## src/hw/cvf_pkg.sv

```systemverilog
package cvf_pkg;
    localparam int PIX_W       = 12;
    localparam int COMP_W      = 8;
    localparam int LINK_W      = 24;
    localparam int MONO10_W    = 10;
    localparam int MONO8_W     = 8;
    localparam int DROP10      = 2;
    localparam int DROP8       = 4;
    localparam int RED_LSB     = 0;
    localparam int GREEN_LSB   = 8;
    localparam int BLUE_LSB    = 16;

    // time figures are in link pixel-clock periods
    localparam int FRAME_LEAD  = 4;
    localparam int LINE_GAP    = 8;
    localparam int FRAME_TRAIL = 4;

    typedef enum logic [1:0] {
        CVF_MONO12,
        CVF_MONO10,
        CVF_MONO8,
        CVF_RGB24
    } cvf_mode_t;

    typedef struct packed {
        logic [COMP_W-1:0] blue;
        logic [COMP_W-1:0] green;
        logic [COMP_W-1:0] red;
        logic [PIX_W-1:0]  mono;
    } cvf_pixel_t;

    typedef struct packed {
        logic              frameValid;
        logic              lineValid;
        logic              dataValid;
        logic [LINK_W-1:0] data;
    } cvf_link_t;
endpackage
```

## src/hw/cvf_framer.sv

```systemverilog
// Contract
// - both valids low when no image data
// - frame valid rises before first line
// - line start: line valid, first pixel
// - one pixel per cycle, ascending, line valid
// - line valid low after last pixel
// - frame valid low after last line
// - ten or eight bit modes, same framing
// - colour: red, green, blue each cycle
// - launch everything on pixel clock rise; integrate active is registered on every clk instead
// - area of interest shrinks lines, pixels
// - integrate active marks each exposure
// - ten bit mode drops two LSBs
// - eight bit mode drops four LSBs
module cvf_framer #(
    parameter int MAX_PIX   = 1392,
    parameter int MAX_LINES = 1024,
    parameter int CNT_W     = 16
) (
    input  wire logic               clk,
    input  wire logic               nrst,
    input  wire logic               pixClk,
    input  wire cvf_pkg::cvf_mode_t modeSel,
    input  wire logic               frameReady,
    input  wire logic               exposing,
    input  wire logic [CNT_W-1:0]   aoiPixels,
    input  wire logic [CNT_W-1:0]   aoiLines,
    input  wire cvf_pkg::cvf_pixel_t pixIn,
    output logic                    pixTake,
    output cvf_pkg::cvf_link_t      vidOut,
    output logic                    integrateActive
);
    typedef enum logic [2:0] {
        S_IDLE,
        S_LEAD,
        S_LINE,
        S_GAP,
        S_TRAIL
    } cvf_state_t;

    localparam logic [CNT_W-1:0] ONE       = CNT_W'(1);
    localparam logic [CNT_W-1:0] LEAD_END  = CNT_W'(cvf_pkg::FRAME_LEAD - 1);
    localparam logic [CNT_W-1:0] GAP_END   = CNT_W'(cvf_pkg::LINE_GAP - 1);
    localparam logic [CNT_W-1:0] TRAIL_END = CNT_W'(cvf_pkg::FRAME_TRAIL - 1);
    localparam logic [CNT_W-1:0] PIX_MAX   = CNT_W'(MAX_PIX);
    localparam logic [CNT_W-1:0] LINE_MAX  = CNT_W'(MAX_LINES);

    // pixel clock sampling; first stage read only by the second
    logic pclkMeta_r;
    logic pclkSync_r;
    logic pclkPrev_r;
    logic pclkMeta_nxt;
    logic pclkSync_nxt;
    logic pclkPrev_nxt;
    logic pclkRise;

    always_comb begin
        pclkMeta_nxt = pixClk;
        pclkSync_nxt = pclkMeta_r;
        pclkPrev_nxt = pclkSync_r;
    end

    always_ff @(posedge clk or negedge nrst) begin
        if (!nrst) begin
            pclkMeta_r <= 1'b0;
            pclkSync_r <= 1'b0;
            pclkPrev_r <= 1'b0;
        end else begin
            pclkMeta_r <= pclkMeta_nxt;
            pclkSync_r <= pclkSync_nxt;
            pclkPrev_r <= pclkPrev_nxt;
        end
    end

    assign pclkRise = pclkSync_r & ~pclkPrev_r;

    cvf_state_t           state_r, state_nxt;
    logic                 pending_r, pending_nxt;
    logic [CNT_W-1:0]     cnt_r, cnt_nxt;
    logic [CNT_W-1:0]     lineCnt_r, lineCnt_nxt;
    logic [CNT_W-1:0]     width_r, width_nxt;
    logic [CNT_W-1:0]     height_r, height_nxt;
    cvf_pkg::cvf_mode_t   mode_r, mode_nxt;
    cvf_pkg::cvf_link_t   vid_r, vid_nxt;
    logic                 take_r, take_nxt;
    logic                 intAct_r, intAct_nxt;
    logic [cvf_pkg::LINK_W-1:0] word;
    logic                 sendPix;
    logic                 frameStart;
    logic                 lineEnd;
    logic                 frameEnd;
    logic                 stateBad;

    // lane packing per mode
    always_comb begin
        word = '0;
        unique case (mode_r)
            cvf_pkg::CVF_MONO12: begin
                word[cvf_pkg::PIX_W-1:0] = pixIn.mono;
            end
            // reduced depths drop the low converter bits, no rounding
            cvf_pkg::CVF_MONO10: begin
                word[cvf_pkg::MONO10_W-1:0] =
                    pixIn.mono[cvf_pkg::PIX_W-1:cvf_pkg::DROP10];
            end
            cvf_pkg::CVF_MONO8: begin
                word[cvf_pkg::MONO8_W-1:0] =
                    pixIn.mono[cvf_pkg::PIX_W-1:cvf_pkg::DROP8];
            end
            cvf_pkg::CVF_RGB24: begin
                word[cvf_pkg::RED_LSB +: cvf_pkg::COMP_W]   = pixIn.red;
                word[cvf_pkg::GREEN_LSB +: cvf_pkg::COMP_W] = pixIn.green;
                word[cvf_pkg::BLUE_LSB +: cvf_pkg::COMP_W]  = pixIn.blue;
            end
        endcase
    end

    assign frameStart = pclkRise && (state_r == S_IDLE) && pending_r;

    // frame request latch; a pulse meeting the frame start still counts
    always_comb begin
        pending_nxt = pending_r;
        if (frameStart) begin
            pending_nxt = 1'b0;
        end
        if (frameReady) begin
            pending_nxt = 1'b1;
        end
    end

    always_ff @(posedge clk or negedge nrst) begin
        if (!nrst) begin
            pending_r <= 1'b0;
        end else begin
            pending_r <= pending_nxt;
        end
    end

    // settings latched at frame start so a change mid-frame cannot tear it
    always_comb begin
        mode_nxt   = mode_r;
        width_nxt  = width_r;
        height_nxt = height_r;
        if (frameStart) begin
            mode_nxt = modeSel;
            if (aoiPixels == '0 || aoiPixels > PIX_MAX) begin
                width_nxt = PIX_MAX;
            end else begin
                width_nxt = aoiPixels;
            end
            if (aoiLines == '0 || aoiLines > LINE_MAX) begin
                height_nxt = LINE_MAX;
            end else begin
                height_nxt = aoiLines;
            end
        end
    end

    always_ff @(posedge clk or negedge nrst) begin
        if (!nrst) begin
            mode_r   <= cvf_pkg::CVF_MONO12;
            width_r  <= '0;
            height_r <= '0;
        end else begin
            mode_r   <= mode_nxt;
            width_r  <= width_nxt;
            height_r <= height_nxt;
        end
    end

    // frame sequencer; every step waits for a pixel clock rise
    always_comb begin
        state_nxt   = state_r;
        cnt_nxt     = cnt_r;
        lineCnt_nxt = lineCnt_r;
        sendPix     = 1'b0;
        lineEnd     = 1'b0;
        frameEnd    = 1'b0;
        stateBad    = 1'b0;
        if (pclkRise) begin
            unique case (state_r)
                S_IDLE: begin
                    if (pending_r) begin
                        cnt_nxt     = '0;
                        lineCnt_nxt = '0;
                        state_nxt   = S_LEAD;
                    end
                end
                S_LEAD: begin
                    cnt_nxt = cnt_r + ONE;
                    if (cnt_r == LEAD_END) begin
                        sendPix   = 1'b1;
                        cnt_nxt   = ONE;
                        state_nxt = S_LINE;
                    end
                end
                // count starts at one: the first pixel leaves with the entry
                S_LINE: begin
                    if (cnt_r == width_r) begin
                        lineEnd     = 1'b1;
                        lineCnt_nxt = lineCnt_r + ONE;
                        cnt_nxt     = '0;
                        state_nxt   = (lineCnt_r + ONE == height_r) ? S_TRAIL : S_GAP;
                    end else begin
                        sendPix = 1'b1;
                        cnt_nxt = cnt_r + ONE;
                    end
                end
                S_GAP: begin
                    cnt_nxt = cnt_r + ONE;
                    if (cnt_r == GAP_END) begin
                        sendPix   = 1'b1;
                        cnt_nxt   = ONE;
                        state_nxt = S_LINE;
                    end
                end
                S_TRAIL: begin
                    cnt_nxt = cnt_r + ONE;
                    if (cnt_r == TRAIL_END) begin
                        frameEnd  = 1'b1;
                        state_nxt = S_IDLE;
                    end
                end
                // unused codes drop the frame rather than emit garbage
                default: begin
                    stateBad    = 1'b1;
                    cnt_nxt     = '0;
                    lineCnt_nxt = '0;
                    state_nxt   = S_IDLE;
                end
            endcase
        end
    end

    always_ff @(posedge clk or negedge nrst) begin
        if (!nrst) begin
            state_r   <= S_IDLE;
            cnt_r     <= '0;
            lineCnt_r <= '0;
        end else begin
            state_r   <= state_nxt;
            cnt_r     <= cnt_nxt;
            lineCnt_r <= lineCnt_nxt;
        end
    end

    // link word and qualifiers; data valid simply mirrors line valid
    always_comb begin
        vid_nxt  = vid_r;
        take_nxt = 1'b0;
        if (frameStart) begin
            vid_nxt.frameValid = 1'b1;
        end
        if (lineEnd) begin
            vid_nxt.lineValid = 1'b0;
            vid_nxt.dataValid = 1'b0;
            vid_nxt.data      = '0;
        end
        if (frameEnd) begin
            vid_nxt.frameValid = 1'b0;
        end
        if (sendPix) begin
            vid_nxt.lineValid = 1'b1;
            vid_nxt.dataValid = 1'b1;
            vid_nxt.data      = word;
            take_nxt          = 1'b1;
        end
        if (stateBad) begin
            vid_nxt = '0;
        end
    end

    always_ff @(posedge clk or negedge nrst) begin
        if (!nrst) begin
            vid_r  <= '0;
            take_r <= 1'b0;
        end else begin
            vid_r  <= vid_nxt;
            take_r <= take_nxt;
        end
    end

    // exposure timing comes from outside; this only registers it
    always_comb begin
        intAct_nxt = exposing;
    end

    always_ff @(posedge clk or negedge nrst) begin
        if (!nrst) begin
            intAct_r <= 1'b0;
        end else begin
            intAct_r <= intAct_nxt;
        end
    end

    assign vidOut          = vid_r;
    assign pixTake         = take_r;
    assign integrateActive = intAct_r;
endmodule

```

## config.mk

```make
export PLATFORM = sky130hd
export DESIGN_NAME = cvf_framer
export DESIGN_NICKNAME = d
export VERILOG_FILES = /design/src/hw/cvf_pkg.sv /design/src/hw/cvf_framer.sv
export SDC_FILE = /design/constraint.sdc
export NUM_CORES = 1
export LEC_CHECK = 0
export BUFFER_PORTS_ARGS = -buffer_cell sky130_fd_sc_hd__buf_4
export CORE_ASPECT_RATIO = 1.4
export CORE_MARGIN = 5
export CORE_UTILIZATION = 35
export DETAILED_ROUTE_END_ITERATION = 6
export PLACE_DENSITY = 0.62
export SYNTH_ARGS = -nofsm -noshare
export SYNTH_HDL_FRONTEND = slang
export SYNTH_SLANG_ARGS = --single-unit
```

## constraint.sdc

```tcl
create_clock -name clk -period 5.1 [get_ports clk]
set_input_delay 0 -clock clk [delete_from_list [all_inputs] [get_ports clk]]
set_output_delay 0 -clock clk [all_outputs]
set_load 0.03 [all_outputs]
```

Word level (Yosys, flattened, before mapping)
Cells that the tools add are included.

storage, ports and cells
  register bits = 102
  bits of input ports = 75
  output and inout bits = 29
  logic and storage cells = 95

operators by class
  $add $sub $neg = 2
  $lt $le $gt $ge = 2
  eq/ne operators = 16
  mux-type cells = 40
  bitwise operators = 3
  reduce and logical (&&, ||, !) cells = 16

operators with widths
  kind                                                                    count
  16-bit 2-to-1 mux                                                       7
  16-bit case mux with 5 select lines                                     1
  26-bit 2-to-1 mux                                                       2
  16-bit case mux with 3 select lines                                     1
  16-bit by 1-bit adder with 16-bit output, second input constant         2
  16-bit == test                                                          2
  16-bit by 11-bit > comparator with 1-bit output, second input constant  2
  16-bit zero test                                                        2
  8-bit case mux with 4 select lines                                      1
  27-bit 2-to-1 mux                                                       1
  3-bit 2-to-1 mux                                                        6
  16-bit by 2-bit == test with 1-bit output, second input constant        1
  16-bit by 3-bit == test with 1-bit output, second input constant        1
  1-bit 2-to-1 mux                                                        16
  3-bit case mux with 5 select lines                                      1
  12-bit 2-to-1 mux                                                       1
  2-bit != test, second input constant                                    5
  3-bit by 2-bit == test with 1-bit output, second input constant         2
  2-bit case mux with 3 select lines                                      1
  6-bit AND reduction                                                     1
  3-bit nonzero test                                                      2
  5-bit OR reduction                                                      1
  2-bit == test, second input constant                                    2
  2-bit case mux with 2 select lines                                      1
  14 further kinds                                                        17

Longest topological paths before layout
Gate-level depths: netlist of run 1.

  word-level depth = 7
  mapped depth = 9
  mapped depth without buffers = 8

Worst setup path before layout of run 1
OpenSTA, ideal clock, no wires.

  path kind = reg2reg
  start point = register cnt_r[0]
  end point = register cnt_r[10]
  data arrival time = 2.050 ns
  required time = 5.022 ns
  setup slack = 2.972 ns
  stages on the path, launching flop included = 8
  path buffers = 0
  clock period less this slack = 2.128 ns
  path through = dfrtp_1 > ha_1 > inv_1 > or4_4 > or2_1 > or3b_2 > a21oi_1 > o21bai_1

between the ends
  word-level cells in the longest chain between the ends = 3
  elaborated cells on any way between the ends = 8

ends and longest elaborated chain
  element                                                           RTL line                                                 RTL
  start, declared                                                   cvf_framer.sv:79                                         logic [CNT_W-1:0] cnt_r, cnt_nxt;
  start signal, assigned                                            cvf_framer.sv:242                                        cnt_r <= cnt_nxt;
  16-bit by 1-bit adder with 16-bit output (tied with other cells)  --
  16-bit 2-to-1 mux (on tied branches)                              cvf_framer.sv:211, cvf_framer.sv:191, cvf_framer.sv:199
  16-bit case mux with 5 select lines *                             cvf_framer.sv:181                                        unique case (state_r)

Every way passes the cells marked *; elsewhere a longest branch is shown, timed or not.
A chain may end at the register's enable or synchronous reset.

Worst setup path in the final report of run 1
  start point = register cnt_r[9]
  end point = register cnt_r[10]

The elaborated chain is that of the path after synthesis.

==> key figures, run 1 <==
Run status
  – Outcome: finished, violations left
  – Failing checks: DRC

Synth
  – Synthesis Warnings: 0
  – Synth top area share: 46.89%
  – Yosys top cell by area: dfrtp_1
  – Proportion of synthesized chip area in sequential cells: 46.89%
  – Cell count after synthesis: 550
  – Synth Cell Area: 5390 sq um
  – Cell variety after synth: 66
  – Synthesized net count: 633
  – Synthesized flop and latch total: 101
  – Average size of a mapped cell: 9.800 sq um
  – Asr flop ratio synth: 100.0%
  – Post-synth top flop: dfrtp_1
  – EDFF count, synth: 0
  – Synth top area cells: dfrtp_1, xor2_1, xnor2_1, nand2_1, nor2_1

STA
  – Slew margin rel.: 30.01%
  – Post-layout min period: 3.132 ns
  – Peak Freq: 0.3193 GHz
  – Fin crit share: 61.41%
  – Worst slew pin tran: 1.050 ns
  – Final setup vio count: 0
  – Max-slew violations: 0
  – Setup TNS: 0 ns
  – Final Hold Vio Count: 0
  – Skew final: 0.007430 ns
  – RSZ-0062 raised after global routing: no

Hold path
  – HP Start: pixIn[22]
  – Hold endpoint: vidOut[10]
  – WHS Path Cells: 3
  – Hold crit path type: in2reg

CTS
  – H-tree depth: 3
  – Clock Pin Slew Worst Setup and Hold Paths: 0.07 ns
  – Clk Latency, worst-skew pair: 0.34 ns
  – Clk buf depth: 2
  – Clk root buf: clkbuf_16
  – Number of hold buffers added after cts: 47
  – CTS tree: yes
  – Num CTS Buffers: 9
  – Postcts setup bufs: 0
  – Clk sink count: 101
  – Number of instances resized during post-cts repair: 0

Worst setup path
  – Req. time, crit path: 5.30 ns
  – WP buf/inv: 0
  – Reg2reg start: cnt_r[9]
  – FF-to-FF End: cnt_r[10]
  – Setup Crit Path Kind: reg2reg
  – Worst-path cell chain: xor2_1, nor4_1, nand4_1, a21oi_1, nor3b_2, o21bai_1
  – R2r setup slk: 1.97 ns
  – Reg2Reg Depth: 6
  – Crit-path max cell delay: 0.75 ns
  – CP startpoint: cnt_r[9]
  – Arr. time, crit path: 3.33 ns
  – Largest fanout on the critical path: 13
  – Crit start category: flop
  – Slowest stage cell, crit path: nor3b_2
  – CP Capture Type: flop
  – Top delay family on crit path: simple AND/OR/NAND/NOR gates

Final layout
  – Ant. Diodes: 0
  – Fin nets: 765
  – Leading cell types in the layout, fill and taps excluded: buf_4, dfrtp_1, nand2_1, dlygate4sd3_1, nor2_1
  – Layout cells sized above 1: 20.09%
  – Number of fillers in the final layout: 1376
  – Commonest non-fill, non-tap cell in the layout: buf_4
  – Layout Cells excl Fill: 879
  – Layout area overhead: 30.43%
  – Final instance area: 7030 sq um
  – Finished Core Util: 46.70%

Detailed routing
  – Total wire length: 14820 um
  – Top routing layer in use: met4
  – WL met2: 8425 um
  – Routed wl met3: 479 um
  – Post-DRT Antenna Nets: 0
  – Routed met1 length: 5530 um
  – Routed wire length per instance: 16.86 um
  – First DRT Iteration DRCs: 382
  – Drt drc: 1
  – Via density: 5.430
  – Vias post-DR: 4773
  – Drt first pass iters: 7

Die
  – Die area: 18020 sq um
  – IO Pins: 104
  – Die Wd: 114.9 um
  – Core area: 15050 sq um
  – Die span in y: 156.8 um
  – Initial Utilization: 35.81%
  – Rows: 53

Power
  – Power Density: 349.0 nW/um^2
  – Sequential power share: 41.2%
  – Combinational share of power: 31.3%
  – Clock Power Share: 27.5%
  – P_sw: 0.8440 mW
  – P_leak: 3.130 nW
  – Sw frac: 34.40%
  – Int Power: 1.610 mW
  – Worst vdd ir: 0.2645 mV

Placed design
  – Placed cell area: 6267 sq um
  – Dpl cells: 816
  – Hpwl dp: 10650 um
  – GP Congestion: 0.9024
  – PortBufs: 103

Flow run
  – Max Cap Violations: 0

Global routing
  – Gr ovfl total: 0
  – GRT Overall Usage: 16.91%
  – Largest net degree at the start of global routing: 54
  – Initial antenna violation count: 0
  – Vias in the first global route: 4970
  – Global-route wire length before repair: 24580 um
[synthesized netlist by cell type, drive strengths merged (2+ instances only)]
library cell,instances
a211oi,2
a21o,5
a21oi,20
a222oi,10
a22o,19
a22oi,2
a31o,2
a31oi,3
a32o,12
a32oi,2
and2,12
and3,6
and4,2
buf,15
clkbuf,17
dfrtp,101
ha,8
inv,18
nand2,51
nand2b,7
nand3,18
nand4,11
nor2,46
nor2b,4
nor3,16
nor4,19
o21ai,29
o221ai,3
o22a,6
o31ai,7
or2,2
or3,2
or4,4
xnor2,23
xor2,28
[metal layers]
metal	track usage, %	vias up
met5	0	-
met4	7.271	0
met3	2.089	30
met2	32.17	132
met1	18.46	2339
li1	-	2272
[power by group through the flow]
stage | Combinational, mW | Clock, mW | Sequential, mW
2_1_floorplan | 0.340 | 0 | 1.14
3_3_place_gp | 0.733 | 0 | 1.02
3_5_place_dp | 0.743 | 0 | 1.03
4_1_cts | 0.773 | 0.692 | 1.01
5_1_grt | 0.838 | 0.724 | 1.03
6_report | 0.769 | 0.674 | 1.01
[worst max-delay path by stage]
stage | to | slack, ns | cells past startpoint
floorplan | cnt_r[10] | 2.97 | 7
global placement | cnt_r[10] | 2.01 | 6
detailed placement | cnt_r[10] | 1.89 | 6
CTS | cnt_r[10] | 1.93 | 6
global route | cnt_r[10] | 1.64 | 6
finish | cnt_r[10] | 1.97 | 6
[state kept, by name, summed over array words and instances (netlist names)]
register	count
vidOut	26
pclkPrev_r	1
integrateActive	1
width_r	16
pclkPrev_nxt	1
lineCnt_r	16
pixTake	1
mode_r	2
pending_r	1
pclkMeta_r	1
height_r	16
state_r	3
cnt_r	16
[logic make-up (layout without fill, tap and decap cells)]
group,count (synthesis),after routing,synth area share (%)
simple gates,204,204,19.89
compound gates,135,135,18.59
flops,101,101,46.89
xor+xnor,51,51,8.287
buf+inv,50,187,4.271
fa+ha+maj,8,8,1.857
mux,1,1,0.2089
[per-stage QoR]
step / setup WS, ns / hold slack, ns / power [mW]
3_3_place_gp: 2.005 / 0.06222 / 1.751
3_5_place_dp: 1.891 / 0.06452 / 1.769
6_report: 1.968 / 0.005918 / 2.454
5_1_grt: 1.637 / 0.02766 / 2.590
4_1_cts: 1.933 / 0.0003488 / 2.476
2_1_floorplan: 2.972 / -0.2956 / 1.485
[worst min-delay path, delay by kind of cell]
| kind | cells | cell delay [ns] |
|---|---|---|
| compound gates | 2 | 0.23 |
| buf+inv | 1 | 0.08 |
[area by class of cell]
cell class	count	area [sq um]	share of cell area, %
Clock buffer	10	229.0	3.257
Clock inverter	6	63.81	0.9076
Inverter	18	67.56	0.9610
Multi-Input combinational cell	399	2636	37.50
Sequential cell	101	2527	35.95
Tap cell	192	240.2	3.417
Timing Repair Buffer	153	1266	18.01
Power figures use the tool's default switching activity.
==> run 2: changes to the inputs <==
--- a/config.mk
+++ b/config.mk
@@ -5,12 +5,13 @@
 export SDC_FILE = /design/constraint.sdc
 export NUM_CORES = 1
 export LEC_CHECK = 0
+export ABC_AREA = 1
 export BUFFER_PORTS_ARGS = -buffer_cell sky130_fd_sc_hd__buf_4
 export CORE_ASPECT_RATIO = 1.4
 export CORE_MARGIN = 5
 export CORE_UTILIZATION = 35
 export DETAILED_ROUTE_END_ITERATION = 6
-export PLACE_DENSITY = 0.62
+export PLACE_DENSITY = 0.61
 export SYNTH_ARGS = -nofsm -noshare
 export SYNTH_HDL_FRONTEND = slang
 export SYNTH_SLANG_ARGS = --single-unit
==> constraint.sdc (replaced) <==
create_clock -name clk -period 2.9 [get_ports clk]
set_input_delay 0 -clock clk [delete_from_list [all_inputs] [get_ports clk]]
set_output_delay 0 -clock clk [all_outputs]
set_load 0.03 [all_outputs]
==> run 2 against run 1 <==
  * The flow now finishes without violations
  * Final cell count is 30% higher
  * Power is 140% higher
  * Die area is 14% higher
  * Non-clock buffer count is 7 lower
  * Area after synthesis is 15% higher
  * Critical path depth is 4 higher
==> key figures, run 2 <==
Worst setup path
  – FF-to-FF End: state_r[0]
  – R2r setup slk: 0.74 ns
  – Stages on worst setup path: 10
  – Crit start category: flop
  – CP endpoint: state_r[0]
  – Setup Crit Path Kind: reg2reg
  – Reg2reg start: lineCnt_r[0]
  – Largest fanout on the critical path: 9
  – Req. time, crit path: 3.14 ns
  – Slowest stage cell, crit path: dfrtp_1
  – Arr. time, crit path: 2.40 ns
  – CP Capture Type: flop
  – Reg2Reg Depth: 10
  – Top delay family on crit path: simple AND/OR/NAND/NOR gates
  – Worst-path cell chain: ha_1, nand2_2, nor2_2, nand3_1, xnor3_1, nand2_1, nor2_1, nand3_1, nand2_1, a21oi_1
  – WP buf/inv: 0
  – CP startpoint: lineCnt_r[0]
  – Crit-path max cell delay: 0.44 ns

STA
  – RSZ-0062 raised after global routing: no
  – Worst slew pin tran: 0.8556 ns
  – Peak Freq: 0.4620 GHz
  – Final hold slack: 0.01301 ns
  – Post-layout min period: 2.164 ns
  – Final setup vio count: 0
  – Skew final: 0.009230 ns
  – Max-slew violations: 0
  – Slew margin rel.: 42.61%
  – Fin crit share: 74.63%
  – Setup TNS: 0 ns
  – Final WS setup: 0.7357 ns
  – Final Hold Vio Count: 0

Die
  – Die span in y: 167.7 um
  – Core area: 17400 sq um
  – IO Pins: 104
  – Die Wd: 122.7 um
  – Rows: 57
  – Die area: 20580 sq um
  – Initial Utilization: 35.75%

Synth
  – Synthesized net count: 855
  – Synth top area cells: dfrtp_1, nand2_1, inv_1, nand3_1, nand3_2
  – Synthesized flop and latch total: 101
  – Average size of a mapped cell: 8.058 sq um
  – Proportion of synthesized chip area in sequential cells: 40.63%
  – Synth Cell Area: 6221 sq um
  – Synth cell count leaders: nand2_1, dfrtp_1, inv_1, nand3_1, nor2_1
  – Yosys top cell by area: dfrtp_1
  – Asr flop ratio synth: 100.0%
  – Synth top area share: 40.63%
  – EDFF count, synth: 0
  – Cell count after synthesis: 772
  – Synthesis Warnings: 0
  – Cell variety after synth: 50
  – Top-count cell post-synth: nand2_1
  – Post-synth top flop: dfrtp_1

Power
  – P_leak: 3.663 nW
  – Power Density: 748.3 nW/um^2
  – Worst vdd ir: 0.2948 mV
  – Total power: 5.813 mW

Global routing
  – Initial antenna violation count: 0
  – Largest net degree at the start of global routing: 60
  – Vias in the first global route: 5262
  – Gr ovfl total: 0
  – Global-route wire length before repair: 25470 um
  – GRT Overall Usage: 15.53%

Placed design
  – PortBufs: 103
  – GP Congestion: 0.8395
  – Pre-CTS setup slack: 0.7319 ns
  – Hpwl dp: 11760 um
  – Dpl cells: 1087

Detailed routing
  – Post-DRT Antenna Nets: 0
  – Routed wire length per instance: 13.82 um
  – Total wire length: 15790 um
  – First DRT Iteration DRCs: 207
  – Vias post-DR: 5445
  – Drt drc: 0
  – Drt first pass iters: 5
  – Via density: 4.768

CTS
  – H-tree depth: 3
  – CTS tree: yes
  – Num CTS Buffers: 9
  – Clk buf depth: 2
  – Clock Pin Slew Worst Setup and Hold Paths: 0.07 ns
  – Clk Latency, worst-skew pair: 0.35 ns
  – Postcts setup bufs: 0
  – Clk root buf: clkbuf_16
  – Clk sink count: 101

Final layout
  – Leading cell types in the layout, fill and taps excluded: nand2_1, buf_4, inv_1, dfrtp_1, nand3_1
  – Layout area overhead: 24.88%
  – Layout Cells excl Fill: 1142
  – Layout cells sized above 1: 23.07%
  – Fin nets: 985
  – Ant. Diodes: 0
  – Area occupied by multi-input gates: 3068 sq um
  – Number of fillers in the final layout: 1768
  – Max reg flops: 26
  – Sequential cell area: 2527 sq um
  – Commonest non-fill, non-tap cell in the layout: nand2_1

Hold path
  – Hold crit path type: in2reg

Run status
  – Outcome: completed

Flow run
  – Max Cap Violations: 0
## run 2: timing repair
item / CTS / global route
endpoints found under the hold margin: 97 / 0
resized for setup: 0 / 0
hold buffers: 40 / 0
## run 2: worst reg2reg max path: cells and delay by family, from the launching register on
family | cells | cell delay, ns
simple gates | 7 | 1.09
flops | 1 | 0.44
compound gates | 1 | 0.07
xor+xnor | 1 | 0.23
fa+ha+maj | 1 | 0.23
## run 2: logic make-up (layout without fill, tap and decap cells)
family                   Yosys count  after routing  share of synthesized area (%)
AO/OA/AOI/OAI                    116            116                          13.52
XOR/XNOR                          23             23                          3.459
adder cells (fa/ha/maj)            8              8                          1.609
buffers and inverters            136            270                          10.06
flip-flops                       101            101                          40.63
AND/OR/NAND/NOR                  388            388                          30.73
## run 2: report_power, final
part / switching (mW) / internal, mW
clock network: 0.530 / 0.600
logic: 1.52 / 1.06
registers: 0.313 / 1.79
total: 2.37 / 3.45
## run 2: metrics by stage
step	utilization, %	area, sq um
5_1_grt	44.64	7769
3_3_place_gp	40.85	7108
3_5_place_dp	40.85	7108
6_report	44.64	7769
4_1_cts	44.64	7769
2_1_floorplan	-	6221
## run 2: worst min path at each step
stage	cells past startpoint	slack [ns]	to	from
floorplan	0	-0.30	cnt_r[0]	nrst
global placement	1	0.11	integrateActive	exposing
detailed placement	1	0.11	pclkMeta_r	pixClk
CTS	5	0.003	vidOut[8]	pixIn[20]
global route	5	0.02	vidOut[8]	pixIn[20]
finish	5	0.01	vidOut[8]	pixIn[20]
## run 2: area by class of cell
cell class                 instances  area share [%]
timing repair buffer             146           15.56
inverter                         109           5.267
multi-input combinational        535           39.49
clock inverter                     2          0.1288
tap                              236           3.801
sequential                       101           32.53
clock buffer                      13           3.221
## run 2: metal layers
metal | routed length, um | global-route usage [%] | vias to the layer above | share of wire [%]
li1 | - | - | 2796 | -
met4 | 448 | 6.823 | 0 | 2.8
met1 | 6288 | 17.28 | 2539 | 40
met3 | 404 | 2.159 | 29 | 2.6
met2 | 8646 | 28.73 | 81 | 55
met5 | 0 | 0 | - | 0
==> run 3: changes to the inputs <==
==> constraint.sdc (replaced) <==
create_clock -name clk -period 2 [get_ports clk]
set_input_delay 0 -clock clk [delete_from_list [all_inputs] [get_ports clk]]
set_output_delay 0 -clock clk [all_outputs]
set_load 0.03 [all_outputs]
==> run 3 against run 2 <==
  * Clock skew decreased by 0.0020 ns
  * Critical endpoint unchanged
  * Flip-flop and latch count unchanged
  * Critical path depth increased by 3
  * Global-route usage increased by 0.74 points
  * Highest routed layer unchanged
  * Hold slack got worse by 0.0013 ns
  * Die area unchanged
==> key figures, run 3 (synthesis gave the netlist of run 2 again) <==
Placed design
  – Placed cell area: 7421 sq um
  – PortBufs: 103
  – Hpwl dp: 12540 um
  – GP Congestion: 0.8915

Power
  – P_leak: 3.924 nW
  – Power Density: 1086 nW/um^2
  – Total power: 9.010 mW
  – Worst vdd ir: 0.4233 mV

STA
  – Fin crit share: 96.15%
  – Slew margin rel.: 41.72%
  – Worst slew pin tran: 0.8703 ns
  – Skew final: 0.007185 ns
  – Max-slew violations: 0
  – Final Hold Vio Count: 0
  – Final setup vio count: 0
  – RSZ-0062 raised after global routing: yes
  – Post-layout min period: 1.923 ns
  – Setup TNS: 0 ns
  – Final hold slack: 0.01167 ns
  – Peak Freq: 0.5200 GHz

Worst setup path
  – Worst-path cell chain: ha_2, nand2_2, nor2_2, buf_6, nand2_1, nand2_1, nand3_1, nand2_1, nand4_1, nor2_1, nand3_1, nand2_2, a21oi_1
  – CP startpoint: lineCnt_r[1]
  – Req. time, crit path: 2.23 ns
  – Arr. time, crit path: 2.15 ns
  – Largest fanout on the critical path: 9
  – CP Capture Type: flop
  – Reg2reg start: lineCnt_r[1]
  – Stages on worst setup path: 13
  – Crit start category: flop
  – Top delay family on crit path: simple AND/OR/NAND/NOR gates
  – WP buf/inv: 1
  – Most frequent CP cell: nand2_1
  – Crit-path max cell delay: 0.40 ns
  – Reg2Reg Depth: 13
  – Setup Crit Path Kind: reg2reg
  – Slowest stage cell, crit path: dfrtp_1

Final layout
  – Finished Core Util: 47.69%
  – Number of fillers in the final layout: 1780
  – Leading cell types in the layout, fill and taps excluded: nand2_1, buf_4, inv_1, dfrtp_1, nand3_1
  – Layout cells sized above 1: 27.94%
  – Fin nets: 1023
  – Layout area overhead: 33.41%
  – Area occupied by multi-input gates: 3136 sq um
  – Commonest non-fill, non-tap cell in the layout: nand2_1
  – Ant. Diodes: 0
  – Final instance area: 8299 sq um
  – Sequential cell area: 2531 sq um
  – Max reg flops: 26

Die
  – Die Wd: 122.7 um
  – Initial Utilization: 35.75%
  – Core area: 17400 sq um
  – Die span in y: 167.7 um
  – Rows: 57
  – IO Pins: 104
  – Die area: 20580 sq um

CTS
  – Clk Latency, worst-skew pair: 0.35 ns
  – Clk sink count: 101
  – CTS tree: yes
  – Num CTS Buffers: 9
  – Clock Pin Slew Worst Setup and Hold Paths: 0.07 ns
  – Clk buf depth: 2
  – H-tree depth: 3
  – Clk root buf: clkbuf_16

Detailed routing
  – Top routing layer in use: met4
  – Via density: 4.781
  – Post-DRT Antenna Nets: 0
  – Routed wl met3: 526 um
  – Routed met1 length: 6768 um
  – Drt drc: 0
  – Drt first pass iters: 5
  – Routed wire length per instance: 14.08 um
  – Total wire length: 16630 um
  – Vias post-DR: 5646
  – First DRT Iteration DRCs: 233
  – WL met2: 8777 um

Global routing
  – GRT Overall Usage: 16.27%
  – Gr ovfl total: 0
  – Vias in the first global route: 5626
  – Global-route wire length before repair: 27100 um
  – Initial antenna violation count: 0
  – Largest net degree at the start of global routing: 102

Hold path
  – Hold crit path type: in2reg
  – HP Start: pixIn[20]
  – WHS Path Cells: 5

Run status
  – Outcome: completed

Flow run
  – Max Cap Violations: 0
## run 3: where the power goes
group | leakage [nW] | switching [mW] | internal [mW] | total (mW)
logic | 2.47 | 2.36 | 1.80 | 4.15
clock network | 0.146 | 0.789 | 1.01 | 1.80
registers | 1.31 | 0.462 | 2.60 | 3.06
## run 3: layout make-up
class / instances / share of cell area (%)
multi-input combinational: 536 / 37.78
tap: 236 / 3.558
sequential: 101 / 30.50
clock buffer: 11 / 2.925
inverter: 109 / 5.035
clock inverter: 5 / 0.7237
timing repair buffer: 183 / 19.48
## run 3: final timing paths
path	endpoint	slack [ns]
max	state_r[0]	0.08
max in group asynchronous	cnt_r[13]	1.30
min	vidOut[8]	0.01
max reg2reg	state_r[0]	0.08
min reg2reg	pclkPrev_nxt	0.35
min in group asynchronous	width_r[8]	0.26
## run 3: metal layers
layer,track usage (%),up-vias
met5,0,-
met4,7.018,0
met3,2.227,34
met2,28.97,123
met1,19.19,2612
li1,-,2877
## run 3: what timing repair did
action,CTS,global route
hold endpoints to repair,140,0
setup buffers,0,5
gates cloned,0,3
endpoints found under the setup margin,24,65
pin swaps,0,3
hold buffers,40,0
resized for setup,2,21
## run 3: stage by stage
step                std cells  worst slack [ns]
finish                   1181           0.07698
global route             1181          -0.03504
CTS                      1173          0.007351
detailed placement       1117          -0.08657
global placement         1117          -0.04448
floorplan                 772            0.2765
## run 3: worst register-to-register path: stages (launching register included)
cell and delay, ns:
dfrtp_1 0.40, ha_2 0.22, nand2_2 0.08, nor2_2 0.10, buf_6 0.14, nand2_1 0.07, nand2_1 0.08, nand3_1 0.07
nand2_1 0.09, nand4_1 0.14, nor2_1 0.14, nand3_1 0.13, nand2_2 0.10, a21oi_1 0.06
